`src/common/ccu_pkg.sv`:
```
package ccu_pkg;

  // Register byte offsets on the Avalon-MM slave.
  localparam logic [3:0] CCU_OFF_CTRL  = 4'h0;
  localparam logic [3:0] CCU_OFF_VLOW  = 4'h4;
  localparam logic [3:0] CCU_OFF_VHIGH = 4'h8;
  localparam logic [3:0] CCU_OFF_STAT  = 4'hC;

  // Mode select codes held in the low nibble of ccp_control.
  localparam logic [3:0] CCU_MODE_OFF   = 4'h0;
  localparam logic [3:0] CCU_MODE_RISE  = 4'h5;
  localparam logic [3:0] CCU_MODE_SET   = 4'h8;
  localparam logic [3:0] CCU_MODE_CLR   = 4'h9;
  localparam logic [3:0] CCU_MODE_SOFT  = 4'hA;
  localparam logic [3:0] CCU_MODE_TRIG  = 4'hB;

  // Upper two mode bits pick the family of the mode.
  localparam logic [1:0] CCU_TOP_CAP = 2'h1;
  localparam logic [1:0] CCU_TOP_CMP = 2'h2;
  localparam logic [1:0] CCU_TOP_PWM = 2'h3;

  // Lower two mode bits inside the capture family.
  localparam logic [1:0] CCU_CAP_FALL = 2'h0;
  localparam logic [1:0] CCU_CAP_RISE = 2'h1;
  localparam logic [1:0] CCU_CAP_PS4  = 2'h2;
  localparam logic [1:0] CCU_CAP_PS16 = 2'h3;

  // Last prescaler count before a capture fires.
  localparam logic [3:0] CCU_PS4_LAST  = 4'h3;
  localparam logic [3:0] CCU_PS16_LAST = 4'hF;

  // Control field positions and write mask; bits 7-6 stay zero.
  localparam int         CCU_MODE_MSB   = 3;
  localparam int         CCU_DUTY_LSB   = 4;
  localparam int         CCU_DUTY_MSB   = 5;
  localparam logic [7:0] CCU_CTRL_WMASK = 8'h3F;

  // Status register bit positions.
  localparam int CCU_STAT_FLAG  = 0;
  localparam int CCU_STAT_LATCH = 1;

  // Reset values.
  localparam logic [7:0]  CCU_BYTE_RST = 8'h00;
  localparam logic [31:0] CCU_WORD_RST = 32'h0000_0000;

  // One Avalon-MM request from the master.
  typedef struct packed {
    logic        read;
    logic        write;
    logic [3:0]  address;
    logic [3:0]  byteenable;
    logic [31:0] writedata;
  } ccu_avs_req_t;

  // Complete state of the unit.
  typedef struct packed {
    logic [7:0]  ctrl;
    logic [7:0]  vlow;
    logic [7:0]  vhigh;
    logic        flag;
    logic        latch;
    logic        pin_oe;
    logic [3:0]  ps_cnt;
    logic        sync1;
    logic        sync2;
    logic        pin_prev;
    logic        match_prev;
    logic        trig;
    logic        adc;
    logic [9:0]  duty;
    logic        wait_req;
    logic [31:0] rdata;
  } ccu_state_t;

endpackage

```
`src/logic/ccu_capture_compare.sv`:
```
`timescale 1ns/1ps

// Notes on behaviour
// - Mode zero turns unit off, clears state but flag, values.
// - Codes one to three do nothing.
// - 0100 captures falling, 0101 rising edges.
// - Other capture codes: every 4th, 16th rise.
// - 1000 drives pin high on match, flags.
// - 1001 drives pin low on match, flags.
// - 1010 only flags; pin left alone.
// - 1011 flags, resets timer, starts converter.
// - 11xx is PWM; duty from value_low, bits5-4.
// - Control bits 7-6 read zero always.
// - Capture copies full 16-bit timer count.
// - Every capture sets sticky flag; software clears.
// - New capture overwrites unread old value.
// - Edges seen on pin level, even driven.
// - Prescaler cleared when off or not capturing.
// - Prescale change keeps count; software zeroes first.
// - Compare runs continuously; every compare mode flags.
// - Capture/compare use timer_one; PWM timer_two.
// - Units share timer_one; PWM units independent.
// - Trigger and timer reset share one flop; both need match held to an edge.
// - Writing zero clears compare output latch.
module ccu_capture_compare
  import ccu_pkg::*;
#(
  parameter int TIMER_W = 16  // Width of the shared timer_one count.
) (
  input  wire logic         ref_clk_in,          // System clock, 20 MHz.
  input  wire logic         reset_in,            // Asynchronous reset, active high.
  input  wire ccu_avs_req_t avs_req_in,          // Avalon-MM request group.
  output logic              avs_waitrequest_out, // Avalon-MM waitrequest.
  output logic [31:0]       avs_readdata_out,    // Avalon-MM read data.
  input  wire logic [15:0]  timer_one_count_in,  // Shared timer_one count.
  input  wire logic         adc_enable_in,       // Converter is enabled.
  input  wire logic         event_pin_in,        // Level seen on the event pin.
  output logic              event_pin_out,       // Compare output latch.
  output logic              event_pin_oe_out,    // Unit drives the pin.
  output logic              event_flag_out,      // Sticky event flag.
  output logic              special_event_out,   // Special event trigger.
  output logic              timer_one_reset_out, // Reset request to timer_one.
  output logic              adc_start_out,       // Start a conversion.
  output logic [9:0]        duty_value_out       // PWM duty value for the generator.
);

  // The compare path is a fixed 16-bit register pair.
  // Other widths would need a wider value register pair and read path.
  if (TIMER_W != 16) begin : g_width_check
    $error("TIMER_W must be 16");
  end

  // Whole state, registered copy and its next value.
  ccu_state_t state_reg;
  ccu_state_t state_next;

  // Decoded mode and per-cycle events.
  logic [3:0] mode;       // Current mode select.
  logic       is_cap;     // Capture family.
  logic       is_cmp;     // Compare family.
  logic       is_pwm;     // PWM family.
  logic       rise;       // Synchronized rising edge.
  logic       fall;       // Synchronized falling edge.
  logic       cap_hit;    // Qualified capture event.
  logic       match;      // Timer equals stored value in compare.
  logic       match_evt;  // First cycle of a match.
  logic       bus_req;    // Master has a request up.
  logic       commit;     // Edge at which the access completes.
  logic       wr_ctrl;    // Control write completes in this cycle.
  logic       wr_stat;    // Status write completes in this cycle.

  // Read multiplexer; unmapped offsets read as zero.
  function automatic logic [31:0] read_mux(input logic [3:0] addr, input ccu_state_t s);
    logic [31:0] d;
    d = CCU_WORD_RST;
    unique case (addr)
      CCU_OFF_CTRL:  d[7:0] = s.ctrl;
      CCU_OFF_VLOW:  d[7:0] = s.vlow;
      CCU_OFF_VHIGH: d[7:0] = s.vhigh;
      CCU_OFF_STAT: begin
        // Status packs the sticky flag and the compare output latch.
        d[CCU_STAT_FLAG]  = s.flag;
        d[CCU_STAT_LATCH] = s.latch;
      end
      default: d = CCU_WORD_RST;
    endcase
    return d;
  endfunction

  // Next-state logic for the whole unit.
  always_comb begin
    state_next = state_reg;
    // Decoded mode and its family, taken from the upper two mode bits.
    mode       = state_reg.ctrl[CCU_MODE_MSB:0];
    is_cap     = (mode[3:2] == CCU_TOP_CAP);
    is_cmp     = (mode[3:2] == CCU_TOP_CMP);
    is_pwm     = (mode[3:2] == CCU_TOP_PWM);
    bus_req    = avs_req_in.read | avs_req_in.write;
    commit     = bus_req & ~state_reg.wait_req;
    // Completing writes, named so that the checks can leave software action out.
    wr_ctrl    = commit & avs_req_in.write & avs_req_in.byteenable[0] & (avs_req_in.address == CCU_OFF_CTRL);
    wr_stat    = commit & avs_req_in.write & avs_req_in.byteenable[0] & (avs_req_in.address == CCU_OFF_STAT);

    // Two-flop synchronizer; the pad level is used, so a driven pin
    // can also cause a capture.
    state_next.sync1    = event_pin_in;
    state_next.sync2    = state_reg.sync1;
    state_next.pin_prev = state_reg.sync2;
    // Edges compare the synchronized level with its value one cycle earlier.
    rise = state_reg.sync2 & ~state_reg.pin_prev;
    fall = ~state_reg.sync2 & state_reg.pin_prev;

    // Capture qualification and prescaler.
    cap_hit = 1'b0;
    if (is_cap) begin
      unique case (mode[1:0])
        CCU_CAP_FALL: cap_hit = fall;
        CCU_CAP_RISE: cap_hit = rise;
        CCU_CAP_PS4: begin
          // Count is not cleared on a prescale change, so switching
          // straight between settings can fire early.
          if (rise) begin
            if (state_reg.ps_cnt >= CCU_PS4_LAST) begin
              cap_hit           = 1'b1;
              state_next.ps_cnt = '0;
            end else begin
              state_next.ps_cnt = state_reg.ps_cnt + 4'h1;
            end
          end
        end
        CCU_CAP_PS16: begin
          // The sixteenth rise fires only at the exact end count.
          if (rise) begin
            if (state_reg.ps_cnt == CCU_PS16_LAST) begin
              cap_hit           = 1'b1;
              state_next.ps_cnt = '0;
            end else begin
              state_next.ps_cnt = state_reg.ps_cnt + 4'h1;
            end
          end
        end
      endcase
    end else begin
      // Outside capture the prescaler holds zero.
      state_next.ps_cnt = '0;
    end

    // Continuous compare against the shared timer_one count.
    match     = is_cmp && (timer_one_count_in == {state_reg.vhigh, state_reg.vlow});
    // Only the rising of match sets the flag and the latch, so a timer that parks on the value
    // sets the flag once instead of on every cycle.
    match_evt = match & ~state_reg.match_prev;
    state_next.match_prev = match;

    // Pin drive only in set and clear modes.
    state_next.pin_oe = (mode == CCU_MODE_SET) || (mode == CCU_MODE_CLR);
    if (match_evt && mode == CCU_MODE_SET) begin
      state_next.latch = 1'b1;
    end else if (match_evt && mode == CCU_MODE_CLR) begin
      state_next.latch = 1'b0;
    end

    // Trigger follows the match; it is sampled at each edge, so a
    // match removed before the edge never resets the timer.
    state_next.trig = match && (mode == CCU_MODE_TRIG);
    state_next.adc  = match && (mode == CCU_MODE_TRIG) && adc_enable_in;

    // PWM duty value for the external generator.
    // The waveform itself is made outside; only the ten-bit duty word leaves here.
    state_next.duty = is_pwm ? {state_reg.vlow, state_reg.ctrl[CCU_DUTY_MSB:CCU_DUTY_LSB]} : 10'h000;

    // Bus answer: waitrequest drops one cycle after the request.
    // Every request sees one wait state, so back-to-back accesses take two cycles.
    // Read data are taken at the first edge and stand while waitrequest is low.
    state_next.wait_req = ~(bus_req & state_reg.wait_req);
    if (avs_req_in.read && state_reg.wait_req) begin
      state_next.rdata = read_mux(avs_req_in.address, state_reg);
    end

    // Register writes take effect at the completing edge.
    // Only the low byte lane holds a register; the other lanes are ignored.
    if (commit && avs_req_in.write && avs_req_in.byteenable[0]) begin
      unique case (avs_req_in.address)
        CCU_OFF_CTRL: begin
          state_next.ctrl = avs_req_in.writedata[7:0] & CCU_CTRL_WMASK;
          if (avs_req_in.writedata[CCU_MODE_MSB:0] == CCU_MODE_OFF) begin
            state_next.latch = 1'b0;
          end
        end
        CCU_OFF_VLOW:  state_next.vlow = avs_req_in.writedata[7:0];
        CCU_OFF_VHIGH: state_next.vhigh = avs_req_in.writedata[7:0];
        CCU_OFF_STAT: begin
          if (avs_req_in.writedata[CCU_STAT_FLAG]) begin
            state_next.flag = 1'b0;
          end
        end
        default: state_next.ctrl = state_reg.ctrl;
      endcase
    end

    // A capture overwrites the pair even over a same-cycle write.
    // Dropping it would lose an edge time that software cannot recover.
    if (cap_hit) begin
      state_next.vhigh = timer_one_count_in[15:8];
      state_next.vlow  = timer_one_count_in[7:0];
    end

    // Hardware set wins over a software clear in the same cycle.
    if (cap_hit || match_evt) begin
      state_next.flag = 1'b1;
    end

    // Off: internal state is held in its reset condition.
    // The value pair and the flag survive, so software can still read a capture.
    if (mode == CCU_MODE_OFF) begin
      state_next.ps_cnt     = '0;
      state_next.latch      = 1'b0;
      state_next.match_prev = 1'b0;
    end
  end

  // State register.
  // Waitrequest rests high, so no request can complete in its first cycle.
  always_ff @(posedge ref_clk_in or posedge reset_in) begin
    if (reset_in) begin
      state_reg          <= '0;
      state_reg.ctrl     <= CCU_BYTE_RST;
      state_reg.wait_req <= 1'b1;
      state_reg.rdata    <= CCU_WORD_RST;
    end else begin
      state_reg <= state_next;
    end
  end

  // Every output comes from a state flip-flop.
  // Trigger and timer reset share one flop, so they can never part.
  assign avs_waitrequest_out = state_reg.wait_req;
  assign avs_readdata_out    = state_reg.rdata;
  assign event_pin_out       = state_reg.latch;
  assign event_pin_oe_out    = state_reg.pin_oe;
  assign event_flag_out      = state_reg.flag;
  assign special_event_out   = state_reg.trig;
  assign timer_one_reset_out = state_reg.trig;
  assign adc_start_out       = state_reg.adc;
  assign duty_value_out      = state_reg.duty;
endmodule

```
`config.mk`:
```
export PLATFORM = sky130hd
export DESIGN_NAME = ccu_capture_compare
export DESIGN_NICKNAME = d
export VERILOG_FILES = /design/src/common/ccu_pkg.sv /design/src/logic/ccu_capture_compare.sv
export SDC_FILE = /design/constraint.sdc
export NUM_CORES = 1
export LEC_CHECK = 0
export BUFFER_PORTS_ARGS = -buffer_cell sky130_fd_sc_hd__buf_2
export CAP_MARGIN = 40
export CORE_MARGIN = 2
export CORE_UTILIZATION = 40
export CTS_CLUSTER_SIZE = 8
export DETAILED_ROUTE_END_ITERATION = 16
export HOLD_SLACK_MARGIN = 0.08
export PLACE_DENSITY = 0.66
export SETUP_SLACK_MARGIN = 0.15
export SLEW_MARGIN = 5
export SYNTH_ARGS = -nofsm -noshare
export SYNTH_HDL_FRONTEND = slang
export SYNTH_SLANG_ARGS = --single-unit
```
`constraint.sdc`:
```
create_clock -name ref_clk_in -period 2.4 [get_ports ref_clk_in]
set_input_delay 0 -clock ref_clk_in [delete_from_list [all_inputs] [get_ports ref_clk_in]]
set_output_delay 0 -clock ref_clk_in [all_outputs]
set_load 0.02 [all_outputs]
```
==> reports/metrics.yaml, run 1 <==
drt:
  route.detailed.drc: 0
  number_of_drc_markers_in_iteration_0: 249
  drt-pass1-iter-count: 4
  average_detailed_routed_wire_length_per_instance_um: 14.7
  drt-vias-per-instance: 4.88
  vias: 2163
  totalWireLength_um: 6520
  drtAntennaViolNets: 0
pwr:
  power_per_cell_area_nw_per_um2: 710
  cellLeakagePower_nw: 1.79
  power.ir.vdd_worst_mv: 0.306
floorplanning:
  initial_utilization_pct: 41.2
  full_die_area_um2: 8170
  die_height_um: 90.4
  floorplan.die.width_um: 90.4
  core.rowCount: 31
  io_pins: 111
  design.core.area_um2: 7250
final_layout:
  layout-drive-gt1-share_pct: 34.9
  largest_reg_flops: 24
  area_delta_synth_final_pct: 20.3
  num-fill-cells: 686
  nets: 406
  antenna_diode_count: 0
worst_setup_path:
  type_of_the_worst_setup_path: "register to register"
  timing.critical_path.slowest_stage_cell: "or4_4"
  critPathMaxFanout: 8
  kind_of_cell_adding_the_most_delay_to_the_critical_path: "simple AND/OR/NAND/NOR gates"
  worst-path-buf-inv: 1
  timing.critical_path.required_ps: 2600
  slowest_delay_ps: 570
  setup.worst_path.start_class: "register"
  worstPathCellList: "or4_4 -> or3b_4 -> buf_6 -> mux2_4 -> mux2_2"
  crit_path_end_kind: "register"
  crit_arrival_ps: 2400
yosys:
  netlist_area_um2: 2990
  synthMostInstantiatedCell: "dfrtp_1"
  synth_ff_type: "dfrtp_1"
  synthDistinctLibCells: 48
  synth_top_cells_by_area: "dfrtp_1, buf_4, mux2_2, mux2_4, mux2i_1"
  synth_top_cell_area_share_pct: 44.4
  post_synth_most_frequent_cells: "dfrtp_1, buf_4, mux2_2"
  library_cell_occupying_the_most_area_in_the_post_synthesis_netlist: "dfrtp_1"
  flip_flop_and_latch_count_after_synthesis: 54
  ys_async_sr_fraction_pct: 100
  synthesis.yosys.warnings: 0
  syn_avg_cell_area_um2: 11.2
  netlist_instances: 266
  synth-edff-count: 0
  synth_sequential_area_ratio_pct: 45.3
sta:
  grt_setup_unrepaired: "false"
  timing.fmax_mhz: 455
  final-hold-violation-count: 0
  timing.hold.ws_ps: 111
  worst-slew-pin-transition_ps: 619
  final_min_period_over_clock_period_pct: 91.5
  finalSetupTns_ps: 0
  slew_viol_final: 0
  slew-limit-headroom_pct: 58.7
  finalCriticalPeriod_ps: 2200
  clock-skew-final_ps: 3.14
  final_setup_violation_count: 0
clock_tree:
  clkTransAtPathRegs_ps: 90
  cts-root-buf: "clkbuf_8"
  numCtsBuffers: 5
  cts_tree: "built"
  buffers_from_clock_root_to_sink_at_most: 2
  postCtsSetupRepairBufs: 0
  skew_pair_late_insertion_delay_ps: 310
  clock_sink_count: 54
  ctsHtreeMaxLevel: 2
global_routing:
  largest_net_degree_at_the_start_of_global_routing: 30
  gr-usage-all-layers_pct: 16.4
  grt_overflow: 0
  grt_pass1_vias: 2097
  grt_pass1_wl_um: 10500
  grt_antenna_before_repair: 0
outcome:
  run_status: "finished, final reports clean"
placed_design:
  place.port_buffers: 59
  place.gp.congestion: 0.795
  dp_hpwl_um: 4750
run:
  max-cap-violations: 0
hold_path:
  class_of_the_most_critical_hold_timing_path: "input port to register"
==> kinds of logic after synthesis <==
family	after synthesis	synth area share, %
buffers and inverters	59	13.1
DFF	54	45.3
muxes	45	18.4
and+or+nand+nor	59	11.4
adders and majority gates	1	0.419
xor gates and xnor gates	12	3.52
AOI/OAI and AO/OA	35	7.71
other	1	0.126
==> final cells by class <==
cell class / count / area [um^2] / area share, %
clock buffers: 6 / 72.6 / 2.02
clock inverters: 2 / 13.8 / 0.383
inverters: 8 / 30.0 / 0.836
multi-input cells: 176 / 1330 / 37.0
flip-flops and latches: 54 / 1350 / 37.7
well taps: 99 / 124 / 3.45
repair buffers: 98 / 669 / 18.6
==> per-layer routing <==
layer	track usage, %	vias up	routed length, um
li1	-	1026	-
met1	22.5	1054	2990
met2	26.8	75	3150
met3	2.17	8	252
met4	5.90	0	116
met5	0	-	0
==> power breakdown <==
group          switching, W  internal [W]
registers          0.000198       0.00108
logic              0.000326      0.000445
clock network      0.000295      0.000207
==> through the flow <==
step           std cells  total power [W]  setup WS [ps]  cell area (um^2)  utilization [%]
3_5_place_dp         404          0.00201            198              3190             44.0
6_report             443          0.00255            205              3590             49.5
5_1_grt              443          0.00271            167              3590             49.5
4_1_cts              443          0.00256            179              3590             49.4
2_1_floorplan        289          0.00185            244              3070                -
3_3_place_gp         404          0.00199            237              3190             44.0
==> layout by cell type (no fill, tap or decap), types with 5 or more instances in the layout <==
cell type	count
buf_2	59
o21ai_0	9
buf_4	7
and3_1	10
dfrtp_1	53
xor2_1	7
or4_1	5
inv_1	7
xnor2_1	5
a22o_1	5
clkbuf_8	5
mux2i_1	7
a21oi_1	8
mux2_2	28
dlygate4sd3_1	31
mux2_4	8
conb_1	24
nand2_1	14
nor2_1	5
==> path summary, 6_finish.rpt <==
check / startpoint / to / slack [ps] / cells after the start
setup / recovery: avs_waitrequest_out / state_reg[63] / 200 / 5
hold / removal: avs_req_in[37] / avs_readdata_out[7] / 110 / 3
setup reg to reg: avs_waitrequest_out / state_reg[63] / 200 / 5
hold reg to reg: state_next[47] / state_next[46] / 360 / 0
max in group asynchronous: reset_in / avs_waitrequest_out / 1410 / 4
min in group asynchronous: reset_in / special_event_out / 300 / 3
==> worst reg2reg max path, stage by stage, from the launching register on <==
cell	delay (ps)
dfstp_2	390
or4_4	570
or3b_4	400
buf_6	170
mux2_4	300
mux2_2	260
==> what timing repair did <==
| action | in CTS | in global routing |
|---|---|---|
| hold endpoints to repair | 54 | 0 |
| resized for setup | 0 | 2 |
| endpoints found under the setup margin | 0 | 8 |
| hold buffers | 31 | 0 |
Note: power is estimated with default switching activity, not from simulation.
==> inputs of run 2 (changes only) <==
--- a/config.mk
+++ b/config.mk
@@ -7,7 +7,6 @@
 export LEC_CHECK = 0
 export BUFFER_PORTS_ARGS = -buffer_cell sky130_fd_sc_hd__buf_2
 export CAP_MARGIN = 40
-export CORE_MARGIN = 2
 export CORE_UTILIZATION = 40
 export CTS_CLUSTER_SIZE = 8
 export DETAILED_ROUTE_END_ITERATION = 16
==> run 2 against run 1 <==
Against the previous run: clock skew grew 3.5 ps; critical path depth unchanged; wire length decreased by 2.8%; core utilization increased by 0.39 points; clock-buffer cell count down 1; via count down 0.42%; register-to-register slack about the same; cell count stayed put; final area rose by 0.24%; setup slack gained 3.7 ps; largest cell class unchanged; power increased by 1.8%.
==> reports/metrics.yaml, run 2 (synthesized netlist as in run 1, its figures left out) <==
worst_setup_path:
  timing.critical_path.required_ps: 2600  # about the same
  critPathMaxFanout: 8  # unchanged
  crit_arrival_ps: 2390  # about the same
  setup.worst_path.start_class: "register"
  crit_path_end_kind: "register"
  type_of_the_worst_setup_path: "register to register"
  timing.critical_path.slowest_stage_cell: "or4_4"
  slowest_delay_ps: 570  # about the same
  worstPathCellList: "or4_4 -> or3b_1 -> buf_6 -> mux2_4 -> mux2_2"
run:
  max-cap-violations: 0  # unchanged
clock_tree:
  ctsHtreeMaxLevel: 2  # unchanged
  cts-root-buf: "clkbuf_8"
  clkTransAtPathRegs_ps: 110  # +20 ps
  numCtsBuffers: 5  # unchanged
  cts_tree: "built"
  clock_sink_count: 54  # unchanged
  skew_pair_late_insertion_delay_ps: 310  # about the same
  buffers_from_clock_root_to_sink_at_most: 2  # unchanged
floorplanning:
  design.core.area_um2: 7210  # -0.53%
  floorplan.die.width_um: 88.4  # -2.2%
  io_pins: 111  # unchanged
  die_height_um: 88.4  # -2.2%
  core.rowCount: 31  # unchanged
  initial_utilization_pct: 41.4  # +0.22 points
  full_die_area_um2: 7810  # -4.4%
placed_design:
  dp_hpwl_um: 4630  # -2.5%
  place.detailed.instances: 404  # unchanged
  place.gp.congestion: 0.820  # +3.2%
  place.port_buffers: 59  # unchanged
  placed_area_um2: 3190  # unchanged
pwr:
  cellLeakagePower_nw: 1.79  # +0.25%
  p_int_w: 0.00174  # +0.70%
  share_comb_of_total_power_pct: 29.7  # -0.5 points
  power.share.sequential_pct: 49.3  # -0.8 points
  total_net_switching_power_w: 0.000852  # +4.0%
  power_per_cell_area_nw_per_um2: 721  # +1.5%
  p_sw_share_pct: 32.8  # +0.71 points
  power.ir.vdd_worst_mv: 0.388  # +27%
  clockPowerShare_pct: 21.0  # +1.3 points
final_layout:
  num-fill-cells: 664  # -3.2%
  nets: 406  # unchanged
  most_common_cell_after_layout_fill_and_taps_aside: "buf_2"
  layout-drive-gt1-share_pct: 34.9  # unchanged
  most-common-layout-cells: "buf_2, dfrtp_1, dlygate4sd3_1, mux2_2, conb_1"
  antenna_diode_count: 0  # unchanged
  largest_reg_flops: 24  # unchanged
  final_cells: 443  # unchanged
  multi_input_comb_area_um2: 1330  # -0.19%
  stdcell_area_um2: 3600  # +0.24%
  seq_area_um2: 1350  # unchanged
  area_delta_synth_final_pct: 20.6
global_routing:
  globalRouteMet3Util_pct: 2.52  # +0.35 points
  grt_overflow: 0  # unchanged
  grt_pass1_wl_um: 10000  # -4.8%
  met1_usage_pct: 24.0  # +1.5 points
  largest_net_degree_at_the_start_of_global_routing: 23  # -23%
  grt_pass1_vias: 2008  # -4.2%
  grt_util_met2_pct: 26.8  # +0.029 points
  gr-max-usage-layer: "met2"
  gr-usage-all-layers_pct: 17.0  # +0.65 points
  grt_antenna_before_repair: 0  # unchanged
sta:
  finalCriticalPeriod_ps: 2190  # -3.69 ps
  final_min_period_over_clock_period_pct: 91.3  # -0.15 points
  final-hold-violation-count: 0  # unchanged
  slew_viol_final: 0  # unchanged
  finalSetupTns_ps: 0  # unchanged
  grt_setup_unrepaired: "false"
  clock-skew-final_ps: 6.65  # +3.51 ps
  final_setup_violation_count: 0  # unchanged
  timing.fmax_mhz: 456  # +0.17%
drt:
  drt-vias-per-instance: 4.86  # -0.42%
  vias: 2154  # -0.42%
  number_of_drc_markers_in_iteration_0: 120  # -52%
  drt-pass1-iter-count: 4  # unchanged
  route.detailed.drc: 0  # unchanged
  drtAntennaViolNets: 0  # unchanged
  totalWireLength_um: 6340  # -2.8%
  average_detailed_routed_wire_length_per_instance_um: 14.3  # -2.8%
hold_path:
  class_of_the_most_critical_hold_timing_path: "input port to register"
outcome:
  run_status: "finished, final reports clean"
## run 2: worst paths after layout
kind                                           from             endpoint  slack (ps)  depth (start not counted)
worst max-delay path            avs_waitrequest_out        state_reg[58]         210                          5
worst min-delay path                 avs_req_in[37]  avs_readdata_out[2]          90                          3
worst max register to register  avs_waitrequest_out        state_reg[58]         210                          5
worst min register to register       state_next[47]       state_next[46]         360                          0
max in group asynchronous                  reset_in  avs_waitrequest_out        1520                          4
min in group asynchronous                  reset_in        adc_start_out         250                          3
## run 2: layer usage
metal | routed length, um | share of wire, % | vias up
met2 | 3040 | 48 | 75
met4 | 70 | 1.1 | 0
met1 | 2900 | 46 | 1051
li1 | - | - | 1024
met5 | 0 | 0 | -
met3 | 326 | 5.1 | 4
## run 2: layout make-up
type	instances	area share [%]
Sequential cell	54	37.6
Multi-Input combinational cell	176	36.9
Timing Repair Buffer	98	18.6
Tap cell	99	3.44
Clock buffer	5	1.91
Inverter	8	0.834
Clock inverter	3	0.799
## run 2: timing repair
item                                   4_1_cts  5_1_grt
endpoints found under the hold margin       47        0
gates resized for setup                      0        1
hold buffers                                31        0
buffers inserted                             0        0
setup endpoints to repair                    0        3
## run 2: through the flow
| step | hold slack (ps) | util (%) | worst slack, ps | power, W |
|---|---|---|---|---|
| 3_5_place_dp | 51.2 | 44.2 | 229 | 0.00202 |
| 2_1_floorplan | 31.4 | - | 244 | 0.00185 |
| 3_3_place_gp | 42.3 | 44.2 | 243 | 0.00200 |
| 4_1_cts | 85.3 | 49.9 | 193 | 0.00261 |
| 6_report | 92.9 | 49.9 | 208 | 0.00260 |
| 5_1_grt | 97.3 | 49.9 | 171 | 0.00275 |
## run 2: critical path, delay by kind of cell (launching register included)
family	cells	cell delay [ps]
simple gates	2	960
mux	2	560
flops	1	390
buf+inv	1	170
## run 2: power by group through the flow
stage / combinational [W] / sequential, W / clock, W
floorplan: 0.000620 / 0.00123 / 0
detailed placement: 0.000727 / 0.00129 / 0
finish: 0.000770 / 0.00128 / 0.000545
global route: 0.000849 / 0.00130 / 0.000601
global placement: 0.000711 / 0.00129 / 0
CTS: 0.000773 / 0.00127 / 0.000567
